===== config.mk =====
export PLATFORM = sky130hd
export DESIGN_NAME = rpsl_loader
export DESIGN_NICKNAME = d
export VERILOG_FILES = /design/src/common/rpsl_pkg.sv /design/src/rpsl_loader.sv /design/src/rpsl_sync.sv
export VERILOG_INCLUDE_DIRS = /design/src /design/src/common
export SDC_FILE = /design/constraint.sdc
export NUM_CORES = 1
export LEC_CHECK = 0
export ABC_AREA = 1
export BUFFER_PORTS_ARGS = -buffer_cell sky130_fd_sc_hd__buf_2
export CAP_MARGIN = 20
export CORE_ASPECT_RATIO = 0.75
export CORE_UTILIZATION = 50
export CTS_CLUSTER_SIZE = 14
export DETAILED_ROUTE_END_ITERATION = 8
export PLACE_DENSITY = 0.81
export SYNTH_ARGS = -nofsm -noshare
export SYNTH_HDL_FRONTEND = slang
export SYNTH_HIERARCHICAL = 1
export SYNTH_SLANG_ARGS = --single-unit

===== constraint.sdc =====
create_clock -name ref_clk_in -period 4.5 [get_ports ref_clk_in]
set_clock_uncertainty 0.2 [all_clocks]
set_input_delay 0.225 -clock ref_clk_in [delete_from_list [all_inputs] [get_ports ref_clk_in]]
set_output_delay 0.225 -clock ref_clk_in [all_outputs]
set_load 0.01 [all_outputs]

===== src/common/rpsl_regs.svh =====
`ifndef RPSL_REGS_SVH
`define RPSL_REGS_SVH

// remote register word offsets, counted in 16-bit words
`define RPSL_OFS_RESPOND 3'h2
`define RPSL_OFS_WORD_LOW 3'h4
`define RPSL_OFS_WORD_HIGH 3'h5
`define RPSL_OFS_WORD_SPEED 3'h6
`define RPSL_WORD_COUNT 8

// positioning mode parameter encodings
`define RPSL_MODE_TABLE 2'h0
`define RPSL_MODE_POS_TABLE 2'h1
`define RPSL_MODE_POS_SPEED 2'h2

// respond code values
`define RPSL_RESP_NORMAL 16'h0000
`define RPSL_RESP_RANGE 16'h0003

// link stations that must be occupied
`define RPSL_STATIONS_NEEDED 3'h2

// table entry that supplies the ramps when speed comes from the registers
`define RPSL_ACCEL_TABLE 16'h0001

// lowest legal point table number
`define RPSL_TABLE_FIRST 16'h0001

`endif


===== src/common/rpsl_pkg.sv =====
package rpsl_pkg;

   // loader sequence
   typedef enum logic [1:0] {
      RPSL_ST_IDLE  = 2'b00,
      RPSL_ST_CHECK = 2'b01,
      RPSL_ST_DONE  = 2'b10
   } rpsl_state_t;

   // request and start bits from the master
   typedef struct packed {
      logic pos_req;
      logic spd_req;
      logic fwd;
      logic rev;
   } rpsl_req_t;

   // latched positioning target
   typedef struct packed {
      logic [31:0] position;
      logic [15:0] table_no;
      logic [15:0] speed;
      logic [15:0] ramp_table;
   } rpsl_target_t;

endpackage


===== src/rpsl_loader.sv =====
`timescale 1ns/1ps
`include "rpsl_regs.svh"
// Notes on behaviour
// - loading works only when selected and two stations
// - initial mode takes a point table number only
// - mode one: position from words, speed from table
// - mode two: position and speed both from words
// - request latches table number on the same edge that completion rises
// - table number out of range gives error code
// - mode one latches position and table, both completions
// - mode one: any bad word reports range error
// - mode two: speed from word six, ramps table one
// - mode two latches position and speed, both completions
// - mode two: bad position or speed reports error
// - latched targets are volatile, cleared by reset
// - respond zero normal, three write range error
module rpsl_loader #(
   parameter logic [15:0] TABLE_LAST = 16'h00FF,
   parameter logic [31:0] POS_LIMIT = 32'h000F423F,
   parameter logic [15:0] SPEED_LIMIT = 16'h1770
) (
   // clock and reset
   input wire logic ref_clk_in,
   input wire logic resetn_in,
   // link configuration
   input wire logic register_positioning_select_in,
   input wire logic [2:0] station_count_in,
   input wire logic [1:0] positioning_mode_parameter_in,
   // remote bits from the master
   input wire logic position_request_in,
   input wire logic speed_request_in,
   input wire logic forward_start_in,
   input wire logic reverse_start_in,
   // remote write words from the master
   input wire logic [`RPSL_WORD_COUNT-1:0][15:0] remote_words_in,
   // remote bits and words back to the master
   output logic position_complete_out,
   output logic speed_complete_out,
   output logic [15:0] response_result_code_out,
   // latched target and start towards motion control
   output logic [31:0] target_position_out,
   output logic [15:0] target_table_out,
   output logic [15:0] target_speed_out,
   output logic [15:0] ramp_table_out,
   output logic target_uses_position_out,
   output logic target_uses_speed_out,
   output logic forward_run_out,
   output logic reverse_run_out
);

   // synchronised remote bits
   rpsl_pkg::rpsl_req_t req_raw;
   rpsl_pkg::rpsl_req_t req_s;
   logic [3:0] req_sync;

   assign req_raw.pos_req = position_request_in;
   assign req_raw.spd_req = speed_request_in;
   assign req_raw.fwd = forward_start_in;
   assign req_raw.rev = reverse_start_in;

   rpsl_sync #(
      .WIDTH(4)
   ) u_req_sync (
      .ref_clk_in(ref_clk_in),
      .resetn_in(resetn_in),
      .async_in(req_raw),
      .sync_out(req_sync)
   );

   assign req_s = req_sync;

   // words are sampled one stage; the master holds them stable before it
   // raises a request, so they have long settled when the request arrives
   logic [15:0] word_low_r;
   logic [15:0] word_high_r;
   logic [15:0] word_speed_r;
   logic [1:0] mode_cfg_r;
   logic select_r;
   logic [2:0] stations_r;

   always_ff @(posedge ref_clk_in or negedge resetn_in) begin
      if (!resetn_in) begin
         word_low_r <= 16'h0000;
         word_high_r <= 16'h0000;
         word_speed_r <= 16'h0000;
         mode_cfg_r <= `RPSL_MODE_TABLE;
         select_r <= 1'b0;
         stations_r <= 3'h0;
      end else begin
         word_low_r <= remote_words_in[`RPSL_OFS_WORD_LOW];
         word_high_r <= remote_words_in[`RPSL_OFS_WORD_HIGH];
         word_speed_r <= remote_words_in[`RPSL_OFS_WORD_SPEED];
         mode_cfg_r <= positioning_mode_parameter_in;
         select_r <= register_positioning_select_in;
         stations_r <= station_count_in;
      end
   end

   // feature gate and mode decode
   logic enabled;
   logic mode_table;
   logic mode_pos_table;
   logic mode_pos_speed;
   logic mode_valid;
   logic both_needed;

   assign enabled = select_r && (stations_r == `RPSL_STATIONS_NEEDED);
   assign mode_table = (mode_cfg_r == `RPSL_MODE_TABLE);
   assign mode_pos_table = (mode_cfg_r == `RPSL_MODE_POS_TABLE);
   assign mode_pos_speed = (mode_cfg_r == `RPSL_MODE_POS_SPEED);
   assign mode_valid = mode_table || mode_pos_table || mode_pos_speed;
   assign both_needed = mode_pos_table || mode_pos_speed;

   // request recognised: table mode needs position request, others need both
   logic req_seen;
   logic req_held;

   assign req_seen = both_needed ? (req_s.pos_req && req_s.spd_req) : req_s.pos_req;
   assign req_held = both_needed ? (req_s.pos_req && req_s.spd_req) : req_s.pos_req;

   // range checks on the sampled words
   logic [31:0] pos_word;
   logic pos_neg;
   logic [31:0] pos_mag;
   logic pos_bad;
   logic table_low_bad;
   logic table_speed_bad;
   logic speed_bad;
   logic range_err;

   assign pos_word = {word_high_r, word_low_r};
   assign pos_neg = pos_word[31];
   assign pos_mag = pos_neg ? (32'h00000000 - pos_word) : pos_word;
   assign pos_bad = (pos_mag > POS_LIMIT);
   assign table_low_bad = (word_low_r < `RPSL_TABLE_FIRST) || (word_low_r > TABLE_LAST);
   assign table_speed_bad = (word_speed_r < `RPSL_TABLE_FIRST) || (word_speed_r > TABLE_LAST);
   assign speed_bad = (word_speed_r > SPEED_LIMIT);

   // error selection per mode
   always_comb begin
      case (mode_cfg_r)
         `RPSL_MODE_TABLE: range_err = table_low_bad;
         `RPSL_MODE_POS_TABLE: range_err = pos_bad || table_speed_bad;
         `RPSL_MODE_POS_SPEED: range_err = pos_bad || speed_bad;
         default: range_err = 1'b1;
      endcase
   end

   // loader sequence
   rpsl_pkg::rpsl_state_t state_r;
   rpsl_pkg::rpsl_state_t state_nxt;
   logic [1:0] mode_lat_r;
   logic mode_changed;

   assign mode_changed = (mode_lat_r != mode_cfg_r);

   // a dropped gate or a mode change abandons the handshake, so the master
   // never sees a completion that belongs to another mode
   always_comb begin
      state_nxt = state_r;
      case (state_r)
         rpsl_pkg::RPSL_ST_IDLE: begin
            if (enabled && mode_valid && req_seen) begin
               state_nxt = rpsl_pkg::RPSL_ST_CHECK;
            end
         end
         rpsl_pkg::RPSL_ST_CHECK: begin
            state_nxt = rpsl_pkg::RPSL_ST_DONE;
         end
         rpsl_pkg::RPSL_ST_DONE: begin
            if (!enabled || mode_changed || !req_held) begin
               state_nxt = rpsl_pkg::RPSL_ST_IDLE;
            end
         end
         default: begin
            state_nxt = rpsl_pkg::RPSL_ST_IDLE;
         end
      endcase
   end

   always_ff @(posedge ref_clk_in or negedge resetn_in) begin
      if (!resetn_in) begin
         state_r <= rpsl_pkg::RPSL_ST_IDLE;
      end else begin
         state_r <= state_nxt;
      end
   end

   // latch stage: targets update only on a clean check
   rpsl_pkg::rpsl_target_t target_r;
   rpsl_pkg::rpsl_target_t target_nxt;
   logic uses_pos_r;
   logic uses_spd_r;
   logic [15:0] resp_r;
   logic checking;

   assign checking = (state_r == rpsl_pkg::RPSL_ST_CHECK);

   // what each mode stores
   always_comb begin
      target_nxt = target_r;
      case (mode_cfg_r)
         `RPSL_MODE_TABLE: begin
            target_nxt.table_no = word_low_r;
         end
         `RPSL_MODE_POS_TABLE: begin
            target_nxt.position = pos_word;
            target_nxt.table_no = word_speed_r;
         end
         `RPSL_MODE_POS_SPEED: begin
            target_nxt.position = pos_word;
            target_nxt.speed = word_speed_r;
            target_nxt.ramp_table = `RPSL_ACCEL_TABLE;
         end
         default: begin
            target_nxt = target_r;
         end
      endcase
   end

   // targets live in plain registers and come back cleared after reset
   always_ff @(posedge ref_clk_in or negedge resetn_in) begin
      if (!resetn_in) begin
         target_r <= '0;
         uses_pos_r <= 1'b0;
         uses_spd_r <= 1'b0;
         mode_lat_r <= `RPSL_MODE_TABLE;
         resp_r <= `RPSL_RESP_NORMAL;
      end else if (checking) begin
         mode_lat_r <= mode_cfg_r;
         resp_r <= range_err ? `RPSL_RESP_RANGE : `RPSL_RESP_NORMAL;
         if (!range_err) begin
            target_r <= target_nxt;
            uses_pos_r <= both_needed;
            uses_spd_r <= mode_pos_speed;
         end
      end
   end

   // completion bits follow the sequence; speed completion only in the
   // register modes, where the master waits for both
   logic pos_done_nxt;
   logic spd_done_nxt;
   logic pos_done_r;
   logic spd_done_r;

   assign pos_done_nxt = (state_nxt == rpsl_pkg::RPSL_ST_DONE);
   assign spd_done_nxt = pos_done_nxt && both_needed;

   always_ff @(posedge ref_clk_in or negedge resetn_in) begin
      if (!resetn_in) begin
         pos_done_r <= 1'b0;
         spd_done_r <= 1'b0;
      end else begin
         pos_done_r <= pos_done_nxt;
         spd_done_r <= spd_done_nxt;
      end
   end

   // start is passed on only once every needed completion is up; this
   // shields the motion side from a master that starts too early
   logic start_ok;
   logic fwd_run_r;
   logic rev_run_r;

   assign start_ok = pos_done_r && (spd_done_r || !both_needed) && (resp_r == `RPSL_RESP_NORMAL);

   always_ff @(posedge ref_clk_in or negedge resetn_in) begin
      if (!resetn_in) begin
         fwd_run_r <= 1'b0;
         rev_run_r <= 1'b0;
      end else begin
         fwd_run_r <= start_ok && req_s.fwd && !req_s.rev;
         rev_run_r <= start_ok && req_s.rev && !req_s.fwd;
      end
   end

   // outputs, all from flip-flops
   assign position_complete_out = pos_done_r;
   assign speed_complete_out = spd_done_r;
   assign response_result_code_out = resp_r; // word at RPSL_OFS_RESPOND
   assign target_position_out = target_r.position;
   assign target_table_out = target_r.table_no;
   assign target_speed_out = target_r.speed;
   assign ramp_table_out = target_r.ramp_table;
   assign target_uses_position_out = uses_pos_r;
   assign target_uses_speed_out = uses_spd_r;
   assign forward_run_out = fwd_run_r;
   assign reverse_run_out = rev_run_r;

endmodule


===== src/rpsl_sync.sv =====
`timescale 1ns/1ps
// three-stage synchroniser; a bit changes once stages two and three agree
module rpsl_sync #(
   parameter int WIDTH = 4
) (
   // clock and reset
   input wire logic ref_clk_in,
   input wire logic resetn_in,
   // asynchronous levels in, filtered levels out
   input wire logic [WIDTH-1:0] async_in,
   output logic [WIDTH-1:0] sync_out
);

   logic [WIDTH-1:0] meta_r;
   logic [WIDTH-1:0] stage2_r;
   logic [WIDTH-1:0] stage3_r;
   logic [WIDTH-1:0] out_r;
   logic [WIDTH-1:0] agree;
   logic [WIDTH-1:0] out_nxt;

   // meta_r feeds stage2_r only, never the agreement logic
   assign agree = ~(stage2_r ^ stage3_r);
   assign out_nxt = (agree & stage3_r) | (~agree & out_r);
   assign sync_out = out_r;

   // shift chain
   always_ff @(posedge ref_clk_in or negedge resetn_in) begin
      if (!resetn_in) begin
         meta_r <= '0;
         stage2_r <= '0;
         stage3_r <= '0;
         out_r <= '0;
      end else begin
         meta_r <= async_in;
         stage2_r <= meta_r;
         stage3_r <= stage2_r;
         out_r <= out_nxt;
      end
   end

endmodule


# --- Word level (Yosys, flattened, before mapping) ---
# Cells that the tools add are included.
word_totals:
  ff_bits: 161
  input_bits: 140
  out_inout_bits: 102
  word_cells: 87
classes:
  addsub: 1
  magnitude_cmp: 6
  n_eq_ne: 7
  muxes: 8
  bitwise: 7
  reduce_logical: 35
op_table:
  columns: ["operator", "n"]
  rows:
  - ["> comparator 16 x 8 -> 1 bit (second input constant)", 2]
  - ["> comparator 32 x 20 -> 1 bit (second input constant)", 1]
  - ["< comparator 16 x 1 -> 1 bit (second input constant)", 2]
  - ["two-way mux 32 bit", 1]
  - ["one-hot mux 16 bit (2 select lines)", 1]
  - ["subtractor 1 x 32 -> 32 bit (first input constant)", 1]
  - ["> comparator 16 x 13 -> 1 bit (second input constant)", 1]
  - ["logical NOT 16 bit", 1]
  - ["logical AND 1 bit", 11]
  - ["logical OR 1 bit", 10]
  - ["AND reduction 3 bit", 3]
  - ["AND 4 bit", 2]
  - ["NOT 4 bit", 2]
  - ["== test 2 bit (second input constant)", 3]
  - ["two-way mux 2 bit", 3]
  - ["one-hot mux 2 bit (3 select lines)", 1]
  - ["logical NOT 1 bit", 5]
  - ["== test 2 x 1 -> 1 bit (second input constant)", 2]
  - ["logical NOT 2 bit", 2]
  - ["OR 4 bit", 1]
  - ["bitwise XOR 4 bit", 1]
  - ["== test 3 x 2 -> 1 bit (second input constant)", 1]
  - ["one-hot mux 1 bit (3 select lines)", 1]
  - ["inequality test 2 bit", 1]
  - ["5 further kinds", 5]

# --- Logic depth before layout (Yosys ltp) ---
logic_depth:
  word_depth: 9
  depth_mapped: 21
  mapped_depth_nobuf: 20

# --- By module ---
# The synthesis kept the hierarchy.
modules_own_cells:
  columns: ["mod", "n_inst", "cells_each", "area_each_um2", "seq_area_each_um2"]
  rows:
  - ["rpsl_loader", 1, 734, 6180.9, 3253.1]
  - ["rpsl_sync", 1, 32, 465.4, 400.4]

# --- Worst setup path after synthesis ---
# No wires, ideal clock.
synth_timing:
  path_kind: "reg2reg"
  startpoint: "register word_low_r[1]"
  endpoint: "register target_r (netlist bit target_position_out[27])"
  setup_time_ns: 0.133
  arrival_time_ns: 2.108
  t_required_ns: 4.167
  path_slack_ns: 2.059
  stages_incl_launch_ff: 20
  path_buffers: 2
  period_less_slack_ns: 2.441
  path_cell_list: "dfrtp_1 inv_1 ha_1 nand3_2 nor2_4 nand2_1 nand2_2 nand2_2 inv_2 nand2_1 nand2_1 nand2_1 nor2_1 nand3_1 nor2_2 nand4_1 buf_4 buf_6 nand2_1 o21ai_0"
synth_via:
  elab_chain_len: 7
  word_cells_on_any_way: 11
  cone_classes: "add/sub (1); order compare (3); mux (2); bitwise (1); reduce/logical (4)"
synth_rtl:
  columns: ["item", "line_no", "source"]
  rows:
  - ["start: declaration", "rpsl_loader.sv:74", "logic [15:0] word_low_r;"]
  - ["start signal: assignment", "rpsl_loader.sv:90", "word_low_r <= remote_words_in[`RPSL_OFS_WORD_LOW];"]
  - ["subtractor 1 x 32 -> 32 bit", "rpsl_loader.sv:133", "assign pos_mag = pos_neg ? (32'h00000000 - pos_word) : pos_word;"]
  - ["two-way mux 32 bit", "rpsl_loader.sv:133", null]
  - ["> comparator 32 x 20 -> 1 bit", "rpsl_loader.sv:134", "assign pos_bad = (pos_mag > POS_LIMIT);"]
  - ["logical OR 1 bit (on tied branches)", "rpsl_loader.sv:144, rpsl_loader.sv:143", null]
  - ["one-hot mux 1 bit (3 select lines) (*)", "rpsl_loader.sv:141", "case (mode_cfg_r)"]
  - ["NOT 1 bit (no source line) (*)", null, null]
  - ["AND reduction 3 bit (no source line) (*)", null, null]
  - ["end signal: assignment", "rpsl_loader.sv:233", "target_r <= target_nxt;"]
  - ["end: declaration", "rpsl_loader.sv:190", "rpsl_pkg::rpsl_target_t target_r;"]
# Mark *: on every way between the ends. The rest lies on a longest branch, timed or not.
# A chain may end at the register's enable or synchronous reset.

# --- Worst setup path in the final report ---
layout_timing:
  startpoint: "register word_low_r[0]"
  endpoint: "register target_r (netlist bit target_table_out[9])"
# The elaborated chain is that of the path after synthesis.

==> results.txt <==
routed vias -> 5841
Mapped Area -> 6646 sq um
Site Rows -> 36
CTS tree -> done
# nets final -> 1100
worst hold path depth -> 0
DP Worst Slack -> 1.290 ns
initial antenna violation count -> 0
DR iter-0 viols -> 429
CORE AREA -> 12970 sq um
worst relative slew slack -> 35.14%
PostCTS Resize Cnt -> 0
total gr overflow -> 0
synthesized area per cell -> 8.677 sq um
WP data required -> 4.61 ns
sequential share of the synthesized area -> 54.97%
Worst Setup End Kind -> flip-flop
RSZ-0062 raised after global routing -> no
overall routing resource usage -> 26.00%
number of port buffers -> 132
Clock Latency Late Sink -> 0.43 ns
Worst path slowest cell -> dfrtp_1
Tmin final -> 3.296 ns
die area -> 13760 sq um
Worst Max-Slew Pin Slew -> 0.9729 ns
Ant. Diodes -> 0
CTS sink count -> 146
crit path DAT -> 3.40 ns
area delta synth->final -> 28.33%
Pleak -> 4.526 nW
clk buf depth -> 2
CP Launch Type -> flip-flop
number of enable flip-flop cells after synthesis -> 0
Root Buffer -> clkbuf_16
final setup violation count -> 0
Critical Path Max Stage Delay -> 0.38 ns
router iterations before antenna repair -> 7
Crit Path Category -> flip-flop to flip-flop
peak supply drop -> 285.2 uV
pwr dens -> 380.2 nW/um^2
final worst slack -> 1.204 ns
routability cong. -> 0.9095
share of flip-flops with an asynchronous set or reset -> 100.0%
Max Clock Freq -> 0.3034 GHz
WL final -> 17.04 mm
Main synth FF type -> dfrtp_1
DRC violations left -> 0
status -> complete, no violations
# Max-Cap Violations -> 0
worst r2r path cells -> 19
Distinct cells, synth -> 33
post-CTS setup buffers -> 0
Die W -> 135.1 um
Buf/Inv on CP -> 2
family with the most delay on the worst path -> simple AND/OR/NAND/NOR gates
Setup TNS -> 0 ns
CP Max Fanout -> 36
number of fill cells in the layout -> 1036
vias in the first global route -> 5495
Yosys reg bits -> 146
CTS H-tree lvls -> 4
hpwl dp -> 11.33 mm
crit path cell chain -> inv_1 -> ha_1 -> nand3_2 -> nor2_4 -> nand2_1 -> nand2_2 -> nand2_2 -> inv_2 -> nand2_1 -> nand2_1 -> nand2_1 -> nor2_1 -> nand3_1 -> nor2_2 -> nand2_2 -> nand2_4 -> nand3_4 -> nand2_1 -> nand2_1
Mapped Cells -> 766
Critical Path Most Common Cell -> nand2_1
IO Pins -> 242
Slew Limit Fails -> 0
Via density -> 5.133
Worst-path clk slew -> 0.06 ns
fraction of layout cells with a size suffix above 1 -> 21.10%
post-route clock period utilization -> 73.24%
largest net degree at the start of global routing -> 104
hold_ws -> 0.1478 ns
YS warnings -> 6
Starting Density -> 51.23%
Hold Path Class -> flip-flop to flip-flop
first-pass GRT wire length -> 27.10 mm
Inserted Clock Buffers -> 17
Antenna Nets Post-Route -> 0
per-cell routed wire length -> 14.97 um
Crit. path cell count -> 19
Die Height -> 101.9 um
Final Hold Fails -> 0
-- synthesized netlist by cell type, types with 2 or more instances --
cell type	instances	share of area, %
clkbuf_1	13	0.73
nand3_4	2	0.53
a21oi_1	7	0.53
xor2_1	2	0.26
buf_6	7	1.2
o21ai_2	8	1.1
nor4_1	2	0.19
nor3_1	4	0.30
inv_1	60	3.4
or2_2	2	0.19
buf_4	31	3.5
nor2_1	65	3.7
ha_1	6	1.1
buf_2	5	0.38
o21ai_0	38	2.9
nand2_2	8	0.75
dfrtp_1	146	55
o21ai_1	20	1.5
o211ai_1	2	0.23
nand3_1	43	3.2
nand4_1	39	3.7
nor2_4	3	0.51
nand2_1	238	13
nor2_2	5	0.47
nand3_2	2	0.30
-- power by group --
| part | internal (mW) | switching (mW) |
|---|---|---|
| registers | 1.37 | 0.0494 |
| logic | 0.118 | 0.187 |
| clock network | 0.951 | 0.570 |
-- registers in the layout, indices dropped and copies added (netlist names), 3 cells and up, named ones only --
register / count
u_req_sync/stage2_r: 4
target_position_out: 32
u_req_sync/stage3_r: 4
target_speed_out: 16
word_low_r: 16
u_req_sync/meta_r: 4
target_table_out: 16
word_high_r: 16
word_speed_r: 16
stations_r: 3
-- per-stage QoR --
| stage | power, mW | cells | utilization (%) | cell area, sq um |
|---|---|---|---|---|
| 3_3_place_gp | 1.687 | 1047 | 56.24 | 7296 |
| 5_1_grt | 3.368 | 1138 | 65.75 | 8529 |
| 4_1_cts | 3.254 | 1138 | 65.75 | 8529 |
| 6_report | 3.243 | 1138 | 65.75 | 8529 |
| 3_5_place_dp | 1.694 | 1047 | 56.24 | 7296 |
| 2_1_floorplan | 1.602 | 794 | - | 6751 |
-- kinds of logic after synthesis --
group	Yosys count	share of synthesized area, %
other	1	0.05642
AND/OR/NAND/NOR	414	27.43
AO/OA/AOI/OAI	78	6.721
XOR/XNOR	3	0.3954
adder cells (fa/ha/maj)	6	1.129
buffers and inverters	118	9.300
flip-flops	146	54.97
-- path summary, 6_finish.rpt --
path                            slack (ns)                      to                  from
worst min-delay path                  0.15  u_req_sync/stage2_r[0]  u_req_sync/meta_r[0]
worst max-delay path                  1.20     target_table_out[9]         word_low_r[0]
worst min register to register        0.15  u_req_sync/stage2_r[0]  u_req_sync/meta_r[0]
min in group asynchronous             0.27           stations_r[1]             resetn_in
max in group asynchronous             2.71  target_position_out[6]             resetn_in
worst max register to register        1.20     target_table_out[9]         word_low_r[0]
-- area by class of cell --
cell class,instances,area (sq um),share of cell area (%)
Clock inverter,14,203.9,2.391
Multi-Input combinational cell,530,2480,29.07
Clock buffer,18,439.2,5.149
Tap cell,171,214.0,2.508
Timing Repair Buffer,198,1310,15.36
Sequential cell,146,3654,42.83
Inverter,61,229.0,2.684
-- cells in the final DEF (no fill, tap or decap), drive strengths merged, types with 7 or more instances in the layout --
master	instances
o21ai	66
dfrtp	146
nand3	47
conb	29
a21oi	7
buf	139
nand2	247
clkbuf	18
inv	64
dlygate4sd3	59
nand4	39
nor2	73
-- worst register-to-register path, stage by stage (launching register included) --
cell and delay [ns]:
dfrtp_1 0.38, inv_1 0.20, ha_1 0.27, nand3_2 0.14, nor2_4 0.22, nand2_1 0.11, nand2_2 0.11, nand2_2 0.08
inv_2 0.06, nand2_1 0.04, nand2_1 0.06, nand2_1 0.06, nor2_1 0.09, nand3_1 0.11, nor2_2 0.14, nand2_2 0.08
nand2_4 0.33, nand3_4 0.29, nand2_1 0.15, nand2_1 0.07
-- timing repair --
item                                   CTS  global route
hold buffers                            59             0
setup endpoints to repair                0             0
endpoints found under the hold margin  160             0
-- routing by layer --
| metal | wire (um) | track usage, % | up-vias |
|---|---|---|---|
| li1 | - | - | 2796 |
| met1 | 7285 | 34.20 | 2726 |
| met5 | 0 | 0 | - |
| met3 | 1387 | 6.101 | 42 |
| met4 | 378 | 11.41 | 0 |
| met2 | 7986 | 41.58 | 277 |
Note: power is estimated with default switching activity, not from simulation.
